$ cat src/rtl/switch_cfg_regs.svh
/*
  Register map, field positions, reset values and timing figures of the
  switch and configuration register bank.
  Assumes it is included by bare name from rtl/ files only.
*/
`ifndef SWITCH_CFG_REGS_SVH
`define SWITCH_CFG_REGS_SVH

// Subaddresses seen over the two-wire register port
`define SUB_UNLOCK    8'h10
`define SUB_SWITCH    8'h12
`define SUB_SUPERV    8'h13
`define SUB_PINLIM    8'h14

// Reset values and writable-bit masks (reserved bits masked off)
`define RST_SWITCH    8'h00
`define RST_SUPERV    8'h08
`define RST_PINLIM    8'h40
`define MASK_SWITCH   8'h7f
`define MASK_SUPERV   8'hff
`define MASK_PINLIM   8'hcf
`define READ_NONE     8'h00

// Unlock key: target subaddress xor this value (arbitrary value)
`define UNLOCK_XOR    8'h5a
// Own 7-bit bus address on the register port (arbitrary value)
`define DEV_ADDR      7'h30
`define BITS_PER_BYTE 4'h8

// Output switch enable fields
`define B_GEN_REG     0
`define B_LOW_SW      1
`define B_FIVE_SW     2
`define B_HIGH_SW     3
`define B_FIRST_OUT   4
`define B_SECOND_OUT  5
`define B_RST_POL     6

// Supervisor setup fields
`define B_PB_TIME     7
`define B_BUF_TYPE    6
`define B_IO_SEL      5
`define POWER_GOOD_DELAY_FIELD_HI      4
`define POWER_GOOD_DELAY_FIELD_LO      3
`define B_STRICTNESS_BIT      2
`define UNDERVOLTAGE_LOCKOUT_FIELD_HI       1
`define UNDERVOLTAGE_LOCKOUT_FIELD_LO       0

// Pin and limit setup fields
`define B_WARM_SEL    7
`define B_UNDERVOLTAGE_LOCKOUT_FIELD_HYS    6
`define HV_ILIM_HI    3
`define HV_ILIM_LO    2
`define FV_ILIM_HI    1
`define FV_ILIM_LO    0

// Timing figures in their own units
`define CLK_HZ        64'h0000_0000_0ee6_b280
`define MS_PER_S      64'h3e8
`define PB_SHORT_S    64'h8
`define PB_LONG_S     64'hf
`define PGDLY0_MS     64'ha
`define PGDLY1_MS     64'h14
`define PGDLY2_MS     64'h32
`define PGDLY3_MS     64'h96

`define SYNC_W        6

`endif

$ cat src/rtl/switch_cfg_pkg.sv
/*
  Types shared by the register bank, its synchroniser and its timers.
  Assumes switch_cfg_regs.svh is on the include path.
*/
`include "switch_cfg_regs.svh"
package switch_cfg_pkg;
  // Register-port byte engine states
  typedef enum logic [3:0] {
    ST_IDLE, ST_ADDR, ST_ADDR_ACK, ST_SUB, ST_SUB_ACK,
    ST_WDATA, ST_WACK, ST_RDATA, ST_RACK
  } port_state_t;

  // Whole state of the register bank
  typedef struct packed {
    port_state_t st;
    logic [3:0]  cnt;
    logic [7:0]  shift;
    logic [7:0]  ptr;
    logic        rw;
    logic        sda_oe;
    logic [7:0]  rd_byte;
    logic        unlock_vld;
    logic [7:0]  unlock_key;
    logic [7:0]  sw_reg;
    logic [7:0]  sup_reg;
    logic [7:0]  pin_reg;
    logic        scl_d;
    logic        sda_d;
    logic        rst_pol_oe;
    logic        first_oe;
    logic        second_o;
    logic        second_oe;
    logic        warm_rst;
  } bank_state_t;

  // Hold timer state
  typedef struct packed {
    logic [31:0] cnt;
    logic        done;
  } timer_state_t;

  // Two-stage synchroniser state
  typedef struct packed {
    logic [`SYNC_W-1:0] stage1;
    logic [`SYNC_W-1:0] stage2;
  } sync_state_t;
endpackage

$ cat src/rtl/hold_timer_if.sv
/*
  Carrier between the register bank and a hold timer.
  Assumes both ends share the bank clock.
*/
`timescale 1ns/1ns
`default_nettype none
interface hold_timer_if;
  logic        arm;    // Condition being timed
  logic [31:0] limit;  // Cycles it must hold
  logic        done;   // Held long enough
  modport owner (output arm, output limit, input done);
  modport timer (input arm, input limit, output done);
endinterface
`default_nettype wire

$ cat src/rtl/pin_sync.sv
/*
  Two-flop synchroniser for every pin input of the bank.
  Assumes a clean, already synchronised active-low reset.
*/
`timescale 1ns/1ns
`default_nettype none
module pin_sync
  import switch_cfg_pkg::*;
(
  // Clock and reset
  input  wire logic               clk,
  input  wire logic               rst_n,
  // Pins in, levels out
  input  wire logic [`SYNC_W-1:0] raw,
  output var  logic [`SYNC_W-1:0] synced
);
  sync_state_t state_ff;   // Both stages
  sync_state_t nxt_state;  // Next stages

  // First stage feeds only the second
  always_comb
  begin
    nxt_state.stage1 = raw;
    nxt_state.stage2 = state_ff.stage1;
  end

  // Idle-high bus pins reset high to avoid a false start
  always_ff @(posedge clk or negedge rst_n)
  begin
    if (!rst_n)
      state_ff <= '1;
    else
      state_ff <= nxt_state;
  end

  assign synced = state_ff.stage2;
endmodule
`default_nettype wire

$ cat src/rtl/hold_timer.sv
/*
  Counts how long a condition has held and flags it once the limit
  is reached; dropping the condition clears the flag at once.
  Assumes arm is already on this clock.
*/
`timescale 1ns/1ns
`default_nettype none
module hold_timer
  import switch_cfg_pkg::*;
(
  // Clock and reset
  input  wire logic   clk,
  input  wire logic   rst_n,
  // Timed condition
  hold_timer_if.timer tif
);
  timer_state_t state_ff;   // Count and flag
  timer_state_t nxt_state;  // Next count and flag

  // Saturating count while armed
  always_comb
  begin
    nxt_state = state_ff;
    if (!tif.arm)
    begin
      nxt_state.cnt  = '0;
      nxt_state.done = 1'b0;
    end
    else if (state_ff.cnt < tif.limit)
    begin
      nxt_state.cnt = 32'(state_ff.cnt + 32'h1);
    end
    nxt_state.done = tif.arm && (nxt_state.cnt >= tif.limit);
  end

  // Single state register
  always_ff @(posedge clk or negedge rst_n)
  begin
    if (!rst_n)
      state_ff <= '0;
    else
      state_ff <= nxt_state;
  end

  assign tif.done = state_ff.done;
endmodule
`default_nettype wire

$ cat src/rtl/switch_cfg_bank.sv
/*
  Password-protected switch enable, supervisor setup and pin/limit
  setup registers behind a two-wire register port, with the pin
  drivers, push-button hold timer and power-good delay they control.
  Assumes pins are outside the clock domain; the sequencer update
  inputs come from logic on ref_clk.
*/
`timescale 1ns/1ns
`default_nettype none
module switch_cfg_bank
  import switch_cfg_pkg::*;
#(
  parameter logic [31:0] PB_SHORT_CYC = 32'(`PB_SHORT_S * `CLK_HZ),
  parameter logic [31:0] PB_LONG_CYC  = 32'(`PB_LONG_S * `CLK_HZ),
  parameter logic [31:0] PG_DLY0_CYC  =
    32'(`PGDLY0_MS * `CLK_HZ / `MS_PER_S),
  parameter logic [31:0] PG_DLY1_CYC  =
    32'(`PGDLY1_MS * `CLK_HZ / `MS_PER_S),
  parameter logic [31:0] PG_DLY2_CYC  =
    32'(`PGDLY2_MS * `CLK_HZ / `MS_PER_S),
  parameter logic [31:0] PG_DLY3_CYC  =
    32'(`PGDLY3_MS * `CLK_HZ / `MS_PER_S)
)
(
  // Clock and reset
  input  wire logic       ref_clk,
  input  wire logic       rst_b,
  // Two-wire register port
  input  wire logic       scl_i,
  input  wire logic       sda_i,
  output logic            sda_o,
  output logic            sda_oe,
  // Reset polarity pin, open-drain or warm-reset input
  input  wire logic       reset_polarity_pin_i,
  output logic            reset_polarity_pin_o,
  output logic            reset_polarity_pin_oe,
  // First general pin, open-drain output or control input
  input  wire logic       first_general_pin_i,
  output logic            first_general_pin_o,
  output logic            first_general_pin_oe,
  // Second general output
  output logic            second_general_output_o,
  output logic            second_general_output_oe,
  // Sequencer update of low-voltage switch and regulator bits
  input  wire logic       seq_update,
  input  wire logic       seq_low_voltage_switch_en,
  input  wire logic       seq_general_regulator_en,
  // Push-button and raw power-good pins
  input  wire logic       push_button_b,
  input  wire logic       power_good_raw,
  // Switch and regulator enables
  output logic            high_voltage_switch_enable,
  output logic            five_volt_switch_enable,
  output logic            low_voltage_switch_enable,
  output logic            general_regulator_enable,
  // Supervisor controls
  output logic            push_button_reset,
  output logic            power_good,
  output logic            strictness_bit_limits,
  output logic            overvoltage_monitor_en,
  output logic [1:0]      undervoltage_lockout_field,
  output logic            undervoltage_hysteresis,
  // Warm reset request to both core bucks
  output logic            core_buck_warm_reset,
  // Current limit codes
  output logic [1:0]      high_voltage_switch_current_limit,
  output logic [1:0]      five_volt_switch_current_limit
);
  bank_state_t        state_ff;     // All bank state
  bank_state_t        nxt_state;    // Next bank state
  logic [1:0]         rst_sync_ff;  // Reset release stages
  logic               rst_n;        // Synchronised reset
  logic [`SYNC_W-1:0] pin_raw;      // Pins before sync
  logic [`SYNC_W-1:0] pin_s;        // Pins after sync
  logic               scl_s;        // Synced clock line
  logic               sda_s;        // Synced data line
  logic               rst_pol_s;    // Synced reset pin
  logic               first_s;      // Synced first pin
  logic               pb_s;         // Synced push-button
  logic               pg_s;         // Synced power-good
  logic               scl_rise;     // Clock line rose
  logic               scl_fall;     // Clock line fell
  logic               bus_start;    // Start condition
  logic               bus_stop;     // Stop condition
  logic               drive_lvl;    // Second output level
  logic [7:0]         rd_val;       // Read-back at the pointer
  hold_timer_if       pb_if ();     // Push-button timer link
  hold_timer_if       pg_if ();     // Power-good timer link

  // Read-back of one subaddress; unmapped and unlock read zero
  function automatic logic [7:0] read_reg(input logic [7:0] a,
                                          input bank_state_t s);
    case (a)
      `SUB_SWITCH: read_reg = s.sw_reg & `MASK_SWITCH;
      `SUB_SUPERV: read_reg = s.sup_reg & `MASK_SUPERV;
      `SUB_PINLIM: read_reg = s.pin_reg & `MASK_PINLIM;
      default:     read_reg = `READ_NONE;
    endcase
  endfunction

  // Power-good delay in cycles for a field code
  function automatic logic [31:0] pg_cycles(input logic [1:0] code);
    case (code)
      2'h0:    pg_cycles = PG_DLY0_CYC;
      2'h1:    pg_cycles = PG_DLY1_CYC;
      2'h2:    pg_cycles = PG_DLY2_CYC;
      default: pg_cycles = PG_DLY3_CYC;
    endcase
  endfunction

  // Named copy, since a function result cannot be bit-selected
  assign rd_val = read_reg(state_ff.ptr, state_ff);

  // Reset is released through two flops, asserted at once
  always_ff @(posedge ref_clk or negedge rst_b)
  begin
    if (!rst_b)
      rst_sync_ff <= 2'h0;
    else
      rst_sync_ff <= {rst_sync_ff[0], 1'b1};
  end
  assign rst_n = rst_sync_ff[1];

  // Every pin crosses two flops before use
  assign pin_raw = {power_good_raw, push_button_b, first_general_pin_i,
                    reset_polarity_pin_i, sda_i, scl_i};

  pin_sync u_sync (
    .clk    (ref_clk),
    .rst_n  (rst_n),
    .raw    (pin_raw),
    .synced (pin_s)
  );

  assign scl_s     = pin_s[0];
  assign sda_s     = pin_s[1];
  assign rst_pol_s = pin_s[2];
  assign first_s   = pin_s[3];
  assign pb_s      = pin_s[4];
  assign pg_s      = pin_s[5];

  // Bus events from synced lines only
  assign scl_rise  = scl_s & ~state_ff.scl_d;
  assign scl_fall  = ~scl_s & state_ff.scl_d;
  assign bus_start = scl_s & state_ff.scl_d & state_ff.sda_d & ~sda_s;
  assign bus_stop  = scl_s & state_ff.scl_d & ~state_ff.sda_d & sda_s;

  // Push-button must be held 8 s or 15 s
  assign pb_if.arm   = ~pb_s;
  assign pb_if.limit = state_ff.sup_reg[`B_PB_TIME] ? PB_LONG_CYC
                                                    : PB_SHORT_CYC;

  hold_timer u_pb_timer (
    .clk   (ref_clk),
    .rst_n (rst_n),
    .tif   (pb_if)
  );

  // Delay only the rise; a fall disarms the timer at once
  assign pg_if.arm   = pg_s;
  assign pg_if.limit =
    pg_cycles(state_ff.sup_reg[`POWER_GOOD_DELAY_FIELD_HI:`POWER_GOOD_DELAY_FIELD_LO]);

  hold_timer u_pg_timer (
    .clk   (ref_clk),
    .rst_n (rst_n),
    .tif   (pg_if)
  );

  // Level the second output should show before buffer choice
  assign drive_lvl = state_ff.sup_reg[`B_IO_SEL] ? first_s
                                        : state_ff.sw_reg[`B_SECOND_OUT];

  // Byte engine, register writes and pin drive
  always_comb
  begin
    nxt_state       = state_ff;
    nxt_state.scl_d = scl_s;
    nxt_state.sda_d = sda_s;
    if (bus_start)
    begin
      // Start or repeated start always restarts address phase
      nxt_state.st     = ST_ADDR;
      nxt_state.cnt    = 4'h0;
      nxt_state.sda_oe = 1'b0;
    end
    else if (bus_stop)
    begin
      nxt_state.st     = ST_IDLE;
      nxt_state.sda_oe = 1'b0;
    end
    else if (scl_rise)
    begin
      case (state_ff.st)
        ST_ADDR, ST_SUB, ST_WDATA:
        begin
          nxt_state.shift = {state_ff.shift[6:0], sda_s};
          nxt_state.cnt   = 4'(state_ff.cnt + 4'h1);
        end
        ST_RACK:
        begin
          // Host not acknowledging ends the read burst
          if (sda_s)
            nxt_state.st = ST_IDLE;
        end
        default:
        begin
          nxt_state.st = state_ff.st;
        end
      endcase
    end
    else if (scl_fall)
    begin
      case (state_ff.st)
        ST_ADDR:
        begin
          if (state_ff.cnt == `BITS_PER_BYTE)
          begin
            if (state_ff.shift[7:1] == `DEV_ADDR)
            begin
              nxt_state.st     = ST_ADDR_ACK;
              nxt_state.rw     = state_ff.shift[0];
              nxt_state.sda_oe = 1'b1;
            end
            else
              nxt_state.st = ST_IDLE;
          end
        end
        ST_SUB:
        begin
          if (state_ff.cnt == `BITS_PER_BYTE)
          begin
            nxt_state.ptr    = state_ff.shift;
            nxt_state.st     = ST_SUB_ACK;
            nxt_state.sda_oe = 1'b1;
          end
        end
        ST_WDATA:
        begin
          if (state_ff.cnt == `BITS_PER_BYTE)
          begin
            nxt_state.st     = ST_WACK;
            nxt_state.sda_oe = 1'b1;
            nxt_state.ptr    = 8'(state_ff.ptr + 8'h1);
            // Any data byte except an unlock spends the unlock
            nxt_state.unlock_vld = 1'b0;
            if (state_ff.ptr == `SUB_UNLOCK)
            begin
              nxt_state.unlock_vld = 1'b1;
              nxt_state.unlock_key = state_ff.shift;
            end
            else if (state_ff.unlock_vld &&
                     state_ff.unlock_key ==
                     (state_ff.ptr ^ `UNLOCK_XOR))
            begin
              case (state_ff.ptr)
                `SUB_SWITCH:
                  nxt_state.sw_reg = state_ff.shift & `MASK_SWITCH;
                `SUB_SUPERV:
                  nxt_state.sup_reg = state_ff.shift & `MASK_SUPERV;
                `SUB_PINLIM:
                  nxt_state.pin_reg = state_ff.shift & `MASK_PINLIM;
                default:
                  nxt_state.sw_reg = state_ff.sw_reg;
              endcase
            end
          end
        end
        ST_ADDR_ACK:
        begin
          if (state_ff.rw)
          begin
            // First read byte, MSB driven right away
            nxt_state.rd_byte = {rd_val[6:0], 1'b0};
            nxt_state.sda_oe  = ~rd_val[7];
            nxt_state.cnt     = 4'h1;
            nxt_state.st      = ST_RDATA;
          end
          else
          begin
            nxt_state.sda_oe = 1'b0;
            nxt_state.cnt    = 4'h0;
            nxt_state.st     = ST_SUB;
          end
        end
        ST_SUB_ACK, ST_WACK:
        begin
          nxt_state.sda_oe = 1'b0;
          nxt_state.cnt    = 4'h0;
          nxt_state.st     = ST_WDATA;
        end
        ST_RDATA:
        begin
          if (state_ff.cnt == `BITS_PER_BYTE)
          begin
            nxt_state.sda_oe = 1'b0;
            nxt_state.st     = ST_RACK;
            nxt_state.ptr    = 8'(state_ff.ptr + 8'h1);
          end
          else
          begin
            nxt_state.sda_oe  = ~state_ff.rd_byte[7];
            nxt_state.rd_byte = {state_ff.rd_byte[6:0], 1'b0};
            nxt_state.cnt     = 4'(state_ff.cnt + 4'h1);
          end
        end
        ST_RACK:
        begin
          // Host acknowledged: stream the next subaddress
          nxt_state.rd_byte = {rd_val[6:0], 1'b0};
          nxt_state.sda_oe  = ~rd_val[7];
          nxt_state.cnt     = 4'h1;
          nxt_state.st      = ST_RDATA;
        end
        default:
        begin
          nxt_state.st = ST_IDLE;
        end
      endcase
    end

    // Sequencer wins over a host write in the same cycle
    if (seq_update)
    begin
      nxt_state.sw_reg[`B_LOW_SW]  = seq_low_voltage_switch_en;
      nxt_state.sw_reg[`B_GEN_REG] = seq_general_regulator_en;
    end

    // Reset pin: open-drain low while bit is 0, input when selected
    nxt_state.rst_pol_oe = ~state_ff.pin_reg[`B_WARM_SEL] &
                           ~state_ff.sw_reg[`B_RST_POL];
    nxt_state.warm_rst   = state_ff.pin_reg[`B_WARM_SEL] &
                           ~rst_pol_s;
    // First pin: open-drain output, or released to act as input
    nxt_state.first_oe   = ~state_ff.sup_reg[`B_IO_SEL] &
                           ~state_ff.sw_reg[`B_FIRST_OUT];
    // Second output: push-pull drives both levels, open-drain only low
    if (state_ff.sup_reg[`B_BUF_TYPE])
    begin
      nxt_state.second_oe = 1'b1;
      nxt_state.second_o  = drive_lvl;
    end
    else
    begin
      nxt_state.second_oe = ~drive_lvl;
      nxt_state.second_o  = 1'b0;
    end
  end

  // One state register, reset to power-on values
  always_ff @(posedge ref_clk or negedge rst_n)
  begin
    if (!rst_n)
    begin
      state_ff         <= '0;
      state_ff.sw_reg  <= `RST_SWITCH;
      state_ff.sup_reg <= `RST_SUPERV;
      state_ff.pin_reg <= `RST_PINLIM;
      state_ff.scl_d   <= 1'b1;
      state_ff.sda_d   <= 1'b1;
    end
    else
      state_ff <= nxt_state;
  end

  // Register port drives only low
  assign sda_o  = 1'b0;
  assign sda_oe = state_ff.sda_oe;

  // Pin drivers
  assign reset_polarity_pin_o     = 1'b0;
  assign reset_polarity_pin_oe    = state_ff.rst_pol_oe;
  assign first_general_pin_o      = 1'b0;
  assign first_general_pin_oe     = state_ff.first_oe;
  assign second_general_output_o  = state_ff.second_o;
  assign second_general_output_oe = state_ff.second_oe;
  assign core_buck_warm_reset     = state_ff.warm_rst;

  // Enables straight from register bits
  assign high_voltage_switch_enable = state_ff.sw_reg[`B_HIGH_SW];
  assign five_volt_switch_enable    = state_ff.sw_reg[`B_FIVE_SW];
  assign low_voltage_switch_enable  = state_ff.sw_reg[`B_LOW_SW];
  assign general_regulator_enable   = state_ff.sw_reg[`B_GEN_REG];

  // Supervisor controls
  assign push_button_reset      = pb_if.done;
  assign power_good             = pg_if.done;
  assign strictness_bit_limits          = state_ff.sup_reg[`B_STRICTNESS_BIT];
  assign overvoltage_monitor_en = state_ff.sup_reg[`B_STRICTNESS_BIT];
  assign undervoltage_lockout_field =
    state_ff.sup_reg[`UNDERVOLTAGE_LOCKOUT_FIELD_HI:`UNDERVOLTAGE_LOCKOUT_FIELD_LO];
  assign undervoltage_hysteresis = state_ff.pin_reg[`B_UNDERVOLTAGE_LOCKOUT_FIELD_HYS];

  // Current limit codes
  assign high_voltage_switch_current_limit =
    state_ff.pin_reg[`HV_ILIM_HI:`HV_ILIM_LO];
  assign five_volt_switch_current_limit =
    state_ff.pin_reg[`FV_ILIM_HI:`FV_ILIM_LO];
endmodule
`default_nettype wire

$ cat config.mk
export PLATFORM = sky130hd
export DESIGN_NAME = switch_cfg_bank
export DESIGN_NICKNAME = d
export VERILOG_FILES = /design/src/rtl/switch_cfg_pkg.sv /design/src/rtl/hold_timer_if.sv /design/src/rtl/pin_sync.sv /design/src/rtl/hold_timer.sv /design/src/rtl/switch_cfg_bank.sv
export VERILOG_INCLUDE_DIRS = /design/src /design/src/rtl
export SDC_FILE = /design/constraint.sdc
export NUM_CORES = 1
export LEC_CHECK = 0
export ABC_AREA = 1
export BUFFER_PORTS_ARGS = -buffer_cell sky130_fd_sc_hd__buf_2
export CAP_MARGIN = 20
export CORE_UTILIZATION = 45
export DETAILED_ROUTE_END_ITERATION = 8
export SLEW_MARGIN = 20
export SYNTH_ARGS = -nofsm -noshare
export SYNTH_HDL_FRONTEND = slang
export SYNTH_HIERARCHICAL = 1
export SYNTH_SLANG_ARGS = --single-unit
export TNS_END_PERCENT = 50
$ cat constraint.sdc
create_clock -name ref_clk -period 4.4 [get_ports ref_clk]
set_input_delay 0.66 -clock ref_clk [delete_from_list [all_inputs] [get_ports ref_clk]]
set_output_delay 0.66 -clock ref_clk [all_outputs]
set_load 0.1 [all_outputs]
==> flow_summary.ini <==
[outcome]
status = completed

[synthesis]
synth.ff_latch_count = 150
synth-seq-area-share_pct = 31.9
synth_top_area_share_pct = 28.3
syn_area_um2 = 11800
yosysWarningCount = 6
async_flop_share_pct = 100
synth_top_area_cell = dfrtp_1
netlist_top_cells_area = dfrtp_1 (28%), ha_1 (15%), nand2_1 (13%)
synth_cells = 1635
synthFlopType = dfrtp_1
synthDistinctLibCells = 46
syn_area_per_cell_um2 = 7.24
synth-edff-count = 0

[critical_path]
critPathCaptureType = flop
cp-endpoint = u_pg_timer/tif.done
ff2ff_path_depth = 23
worstReg2RegStart = state_ff[18]
path_class = reg -> reg
start_kind = flop
reg2reg_setup_slack_ns = 0.40
worstPathArrival_ns = 4.36
required_ns = 4.77
crit_path_start = state_ff[18]
critPathMaxFanout = 55
r2r_end = u_pg_timer/tif.done

[timing]
holdWs_ns = 0.301
tightestPinTransition_ns = 0.931
period_share_pct = 90.8
setup_viol = 0
setup_ws_ns = 0.403
relSlewSlack_pct = 37.7
setup_tns_ns = 0
report.final.slew_viol_count = 0
min_period_ns = 4.00
grt_setup_unrepaired = false
fmax_mhz = 250
fin_worst_skew_ns = 0.0150
final-hold-violation-count = 0

[cts]
clkSinkCount = 150
cts_root_buf = clkbuf_16
h-tree-depth = 4
cts_made_buffers = 17
tritoncts = built
clk_pin_slew_ns = 0.07
clk_path_buf_depth = 2
clock_latency_ns = 0.42

[finish]
fin_nets = 1843
area_delta_synth_final_pct = 8.90
antenna_cells = 0
drive_gt1_share_pct = 11.3

[placement]
io_buffers = 31
hpwl_um = 21400
place_ws_ns = 0.202
gp_congestion = 0.873

[die]
die_w_um = 164
ios = 35
rows = 59
core_area_um2 = 25900
die-area_um2 = 27000
die_h_um = 164
start_util_pct = 45.7

[global_route]
grt_pass1_vias = 9539
antenna_found_initial = 0
gr-usage-all-layers_pct = 21.9
grt_start_max_net_pins = 71
grt_pass1_wl_um = 47300
overflow = 0

[detailed_routing]
routed_wl_um = 28200
drc = 0
vias = 10326
avgViaCountPerCell = 5.07
drt_iter0_drc = 665
drt_pass1_iterations = 5
post_drt_wl_per_cell_um = 13.9
detail-route-antenna-nets = 0

[run]
maxCapViolations = 0

[power_and_ir_drop]
irDropWorstVdd_uv = 188
power_density_nw_per_um2 = 243
leakage_nw = 6.61

[min_path]
hp-class = reg -> async
-- cells in the final DEF, fill, tap and decap left out, drive strengths merged, types with 4 or more instances in the layout --
cell and n:
clkbuf 18, nor3 39, a21oi 131, conb 40, a21o 4, o21ai 75, buf 41, clkinv 6
dfstp 16, nand4 23, nand2 437, nand3 147, ha 142, inv 215, dfrtp 134, nor2 203
-- layer usage --
metal / part of all wire, % / GRT usage (%) / vias to the layer above
li1: - / - / 5397
met1: 49 / 31.1 / 4709
met2: 46 / 35.6 / 206
met3: 3.4 / 3.03 / 14
met4: 0.82 / 4.21 / 0
met5: 0 / 0 / -
-- logic make-up after synthesis --
group / after synthesis / share of synthesized area, %
xor gates and xnor gates: 4 / 0.296
and+or+nand+nor: 860 / 32.8
other: 2 / 0.0634
adders and majority gates: 142 / 15.0
DFF: 150 / 31.9
buffers and inverters: 253 / 9.70
AOI/OAI and AO/OA: 223 / 10.2
muxes: 1 / 0.0845
-- registers in the layout, indices dropped and copies added (netlist names), 2 cells and up --
signal,cells
five_volt_switch_current_limit,2
high_voltage_switch_current_limit,2
rst_sync_ff,2
state_ff,52
u_pb_timer/state_ff,32
u_pg_timer/state_ff,32
u_sync/nxt_state,6
u_sync/synced,6
undervoltage_lockout_field,2
-- critical path: stages, from the launching register on --
cell,delay (ns)
dfstp_2,0.59
ha_1,0.25
inv_1,0.08
nand2_1,0.08
inv_1,0.07
ha_1,0.27
nand2_1,0.04
nor2_1,0.16
inv_1,0.10
nor3_2,0.37
nand2_8,0.27
nand2_1,0.13
nand2_1,0.05
nand2_1,0.05
nor2_1,0.05
ha_1,0.30
nand2_1,0.08
nor2_1,0.18
nand4_1,0.17
nor4_2,0.32
nand3_1,0.12
nand3_1,0.10
nand2_1,0.05
inv_1,0.07
-- power breakdown --
group          internal (mW)  leakage [nW]  switching, mW
clock network          0.810         0.284          0.652
logic                 0.0696          4.33          0.166
registers               1.41          2.00         0.0350
total                   2.29          6.61          0.853
-- repair_timing --
item                       4_1_cts  5_1_grt
hold endpoints to repair         2        0
hold buffers                     1        0
setup endpoints to repair        0        1
gates resized for setup          0        4
buffers inserted                 0        0
-- cell usage after synthesis (2+ instances only) --
master,count
a21oi_1,131
ha_1,142
nand4_1,23
or2_2,3
nand3b_1,2
nand3_2,16
nand3_1,130
o21ai_0,51
o21a_1,2
a21boi_0,2
o21ai_2,14
conb_1,2
nor2_4,6
nand2_1,418
inv_2,9
nor3_2,12
inv_1,199
buf_6,17
dfstp_2,16
nand2_4,3
buf_2,11
nand2_2,16
o21bai_1,3
dfrtp_1,134
buf_4,15
nor2_2,15
o21ai_1,10
a21o_1,4
nor2_1,181
o211ai_1,3
nor4_1,2
xor2_1,3
nor3_1,27
-- worst min-delay path by stage --
stage / start / endpoint / slack [ns]
floorplan: rst_sync_ff[0] / rst_sync_ff[1] / 0.33
global placement: rst_sync_ff[1] / u_pb_timer/state_ff[6] / 0.34
detailed placement: rst_sync_ff[1] / u_pb_timer/state_ff[6] / 0.33
CTS: push_button_b / u_sync/nxt_state[4] / 0.31
global route: reset_polarity_pin_i / u_sync/nxt_state[2] / 0.31
finish: rst_sync_ff[1] / u_pb_timer/state_ff[6] / 0.30
-- cell type report --
| cell class | instances | area [µm²] |
|---|---|---|
| fill | 2593 | 13000 |
| sequential | 150 | 3780 |
| clock buffer | 18 | 439 |
| tap | 335 | 419 |
| multi-input combinational | 1270 | 7090 |
| clock inverter | 14 | 138 |
| timing repair buffer | 42 | 253 |
| inverter | 209 | 786 |
-- stage by stage --
| stage | util, % | cells | instance area [µm²] | total power, mW |
|---|---|---|---|---|
| after detailed placement | 47.4 | 2005 | 12300 | 1.70 |
| final | 49.8 | 2038 | 12900 | 3.14 |
| after floorplan | - | 1673 | 12000 | 1.64 |
| after global routing | 49.8 | 2038 | 12900 | 3.27 |
| after CTS | 49.7 | 2038 | 12900 | 3.18 |
| after global placement | 47.4 | 2005 | 12300 | 1.70 |
No activity file was read; power rests on OpenSTA's default activity.
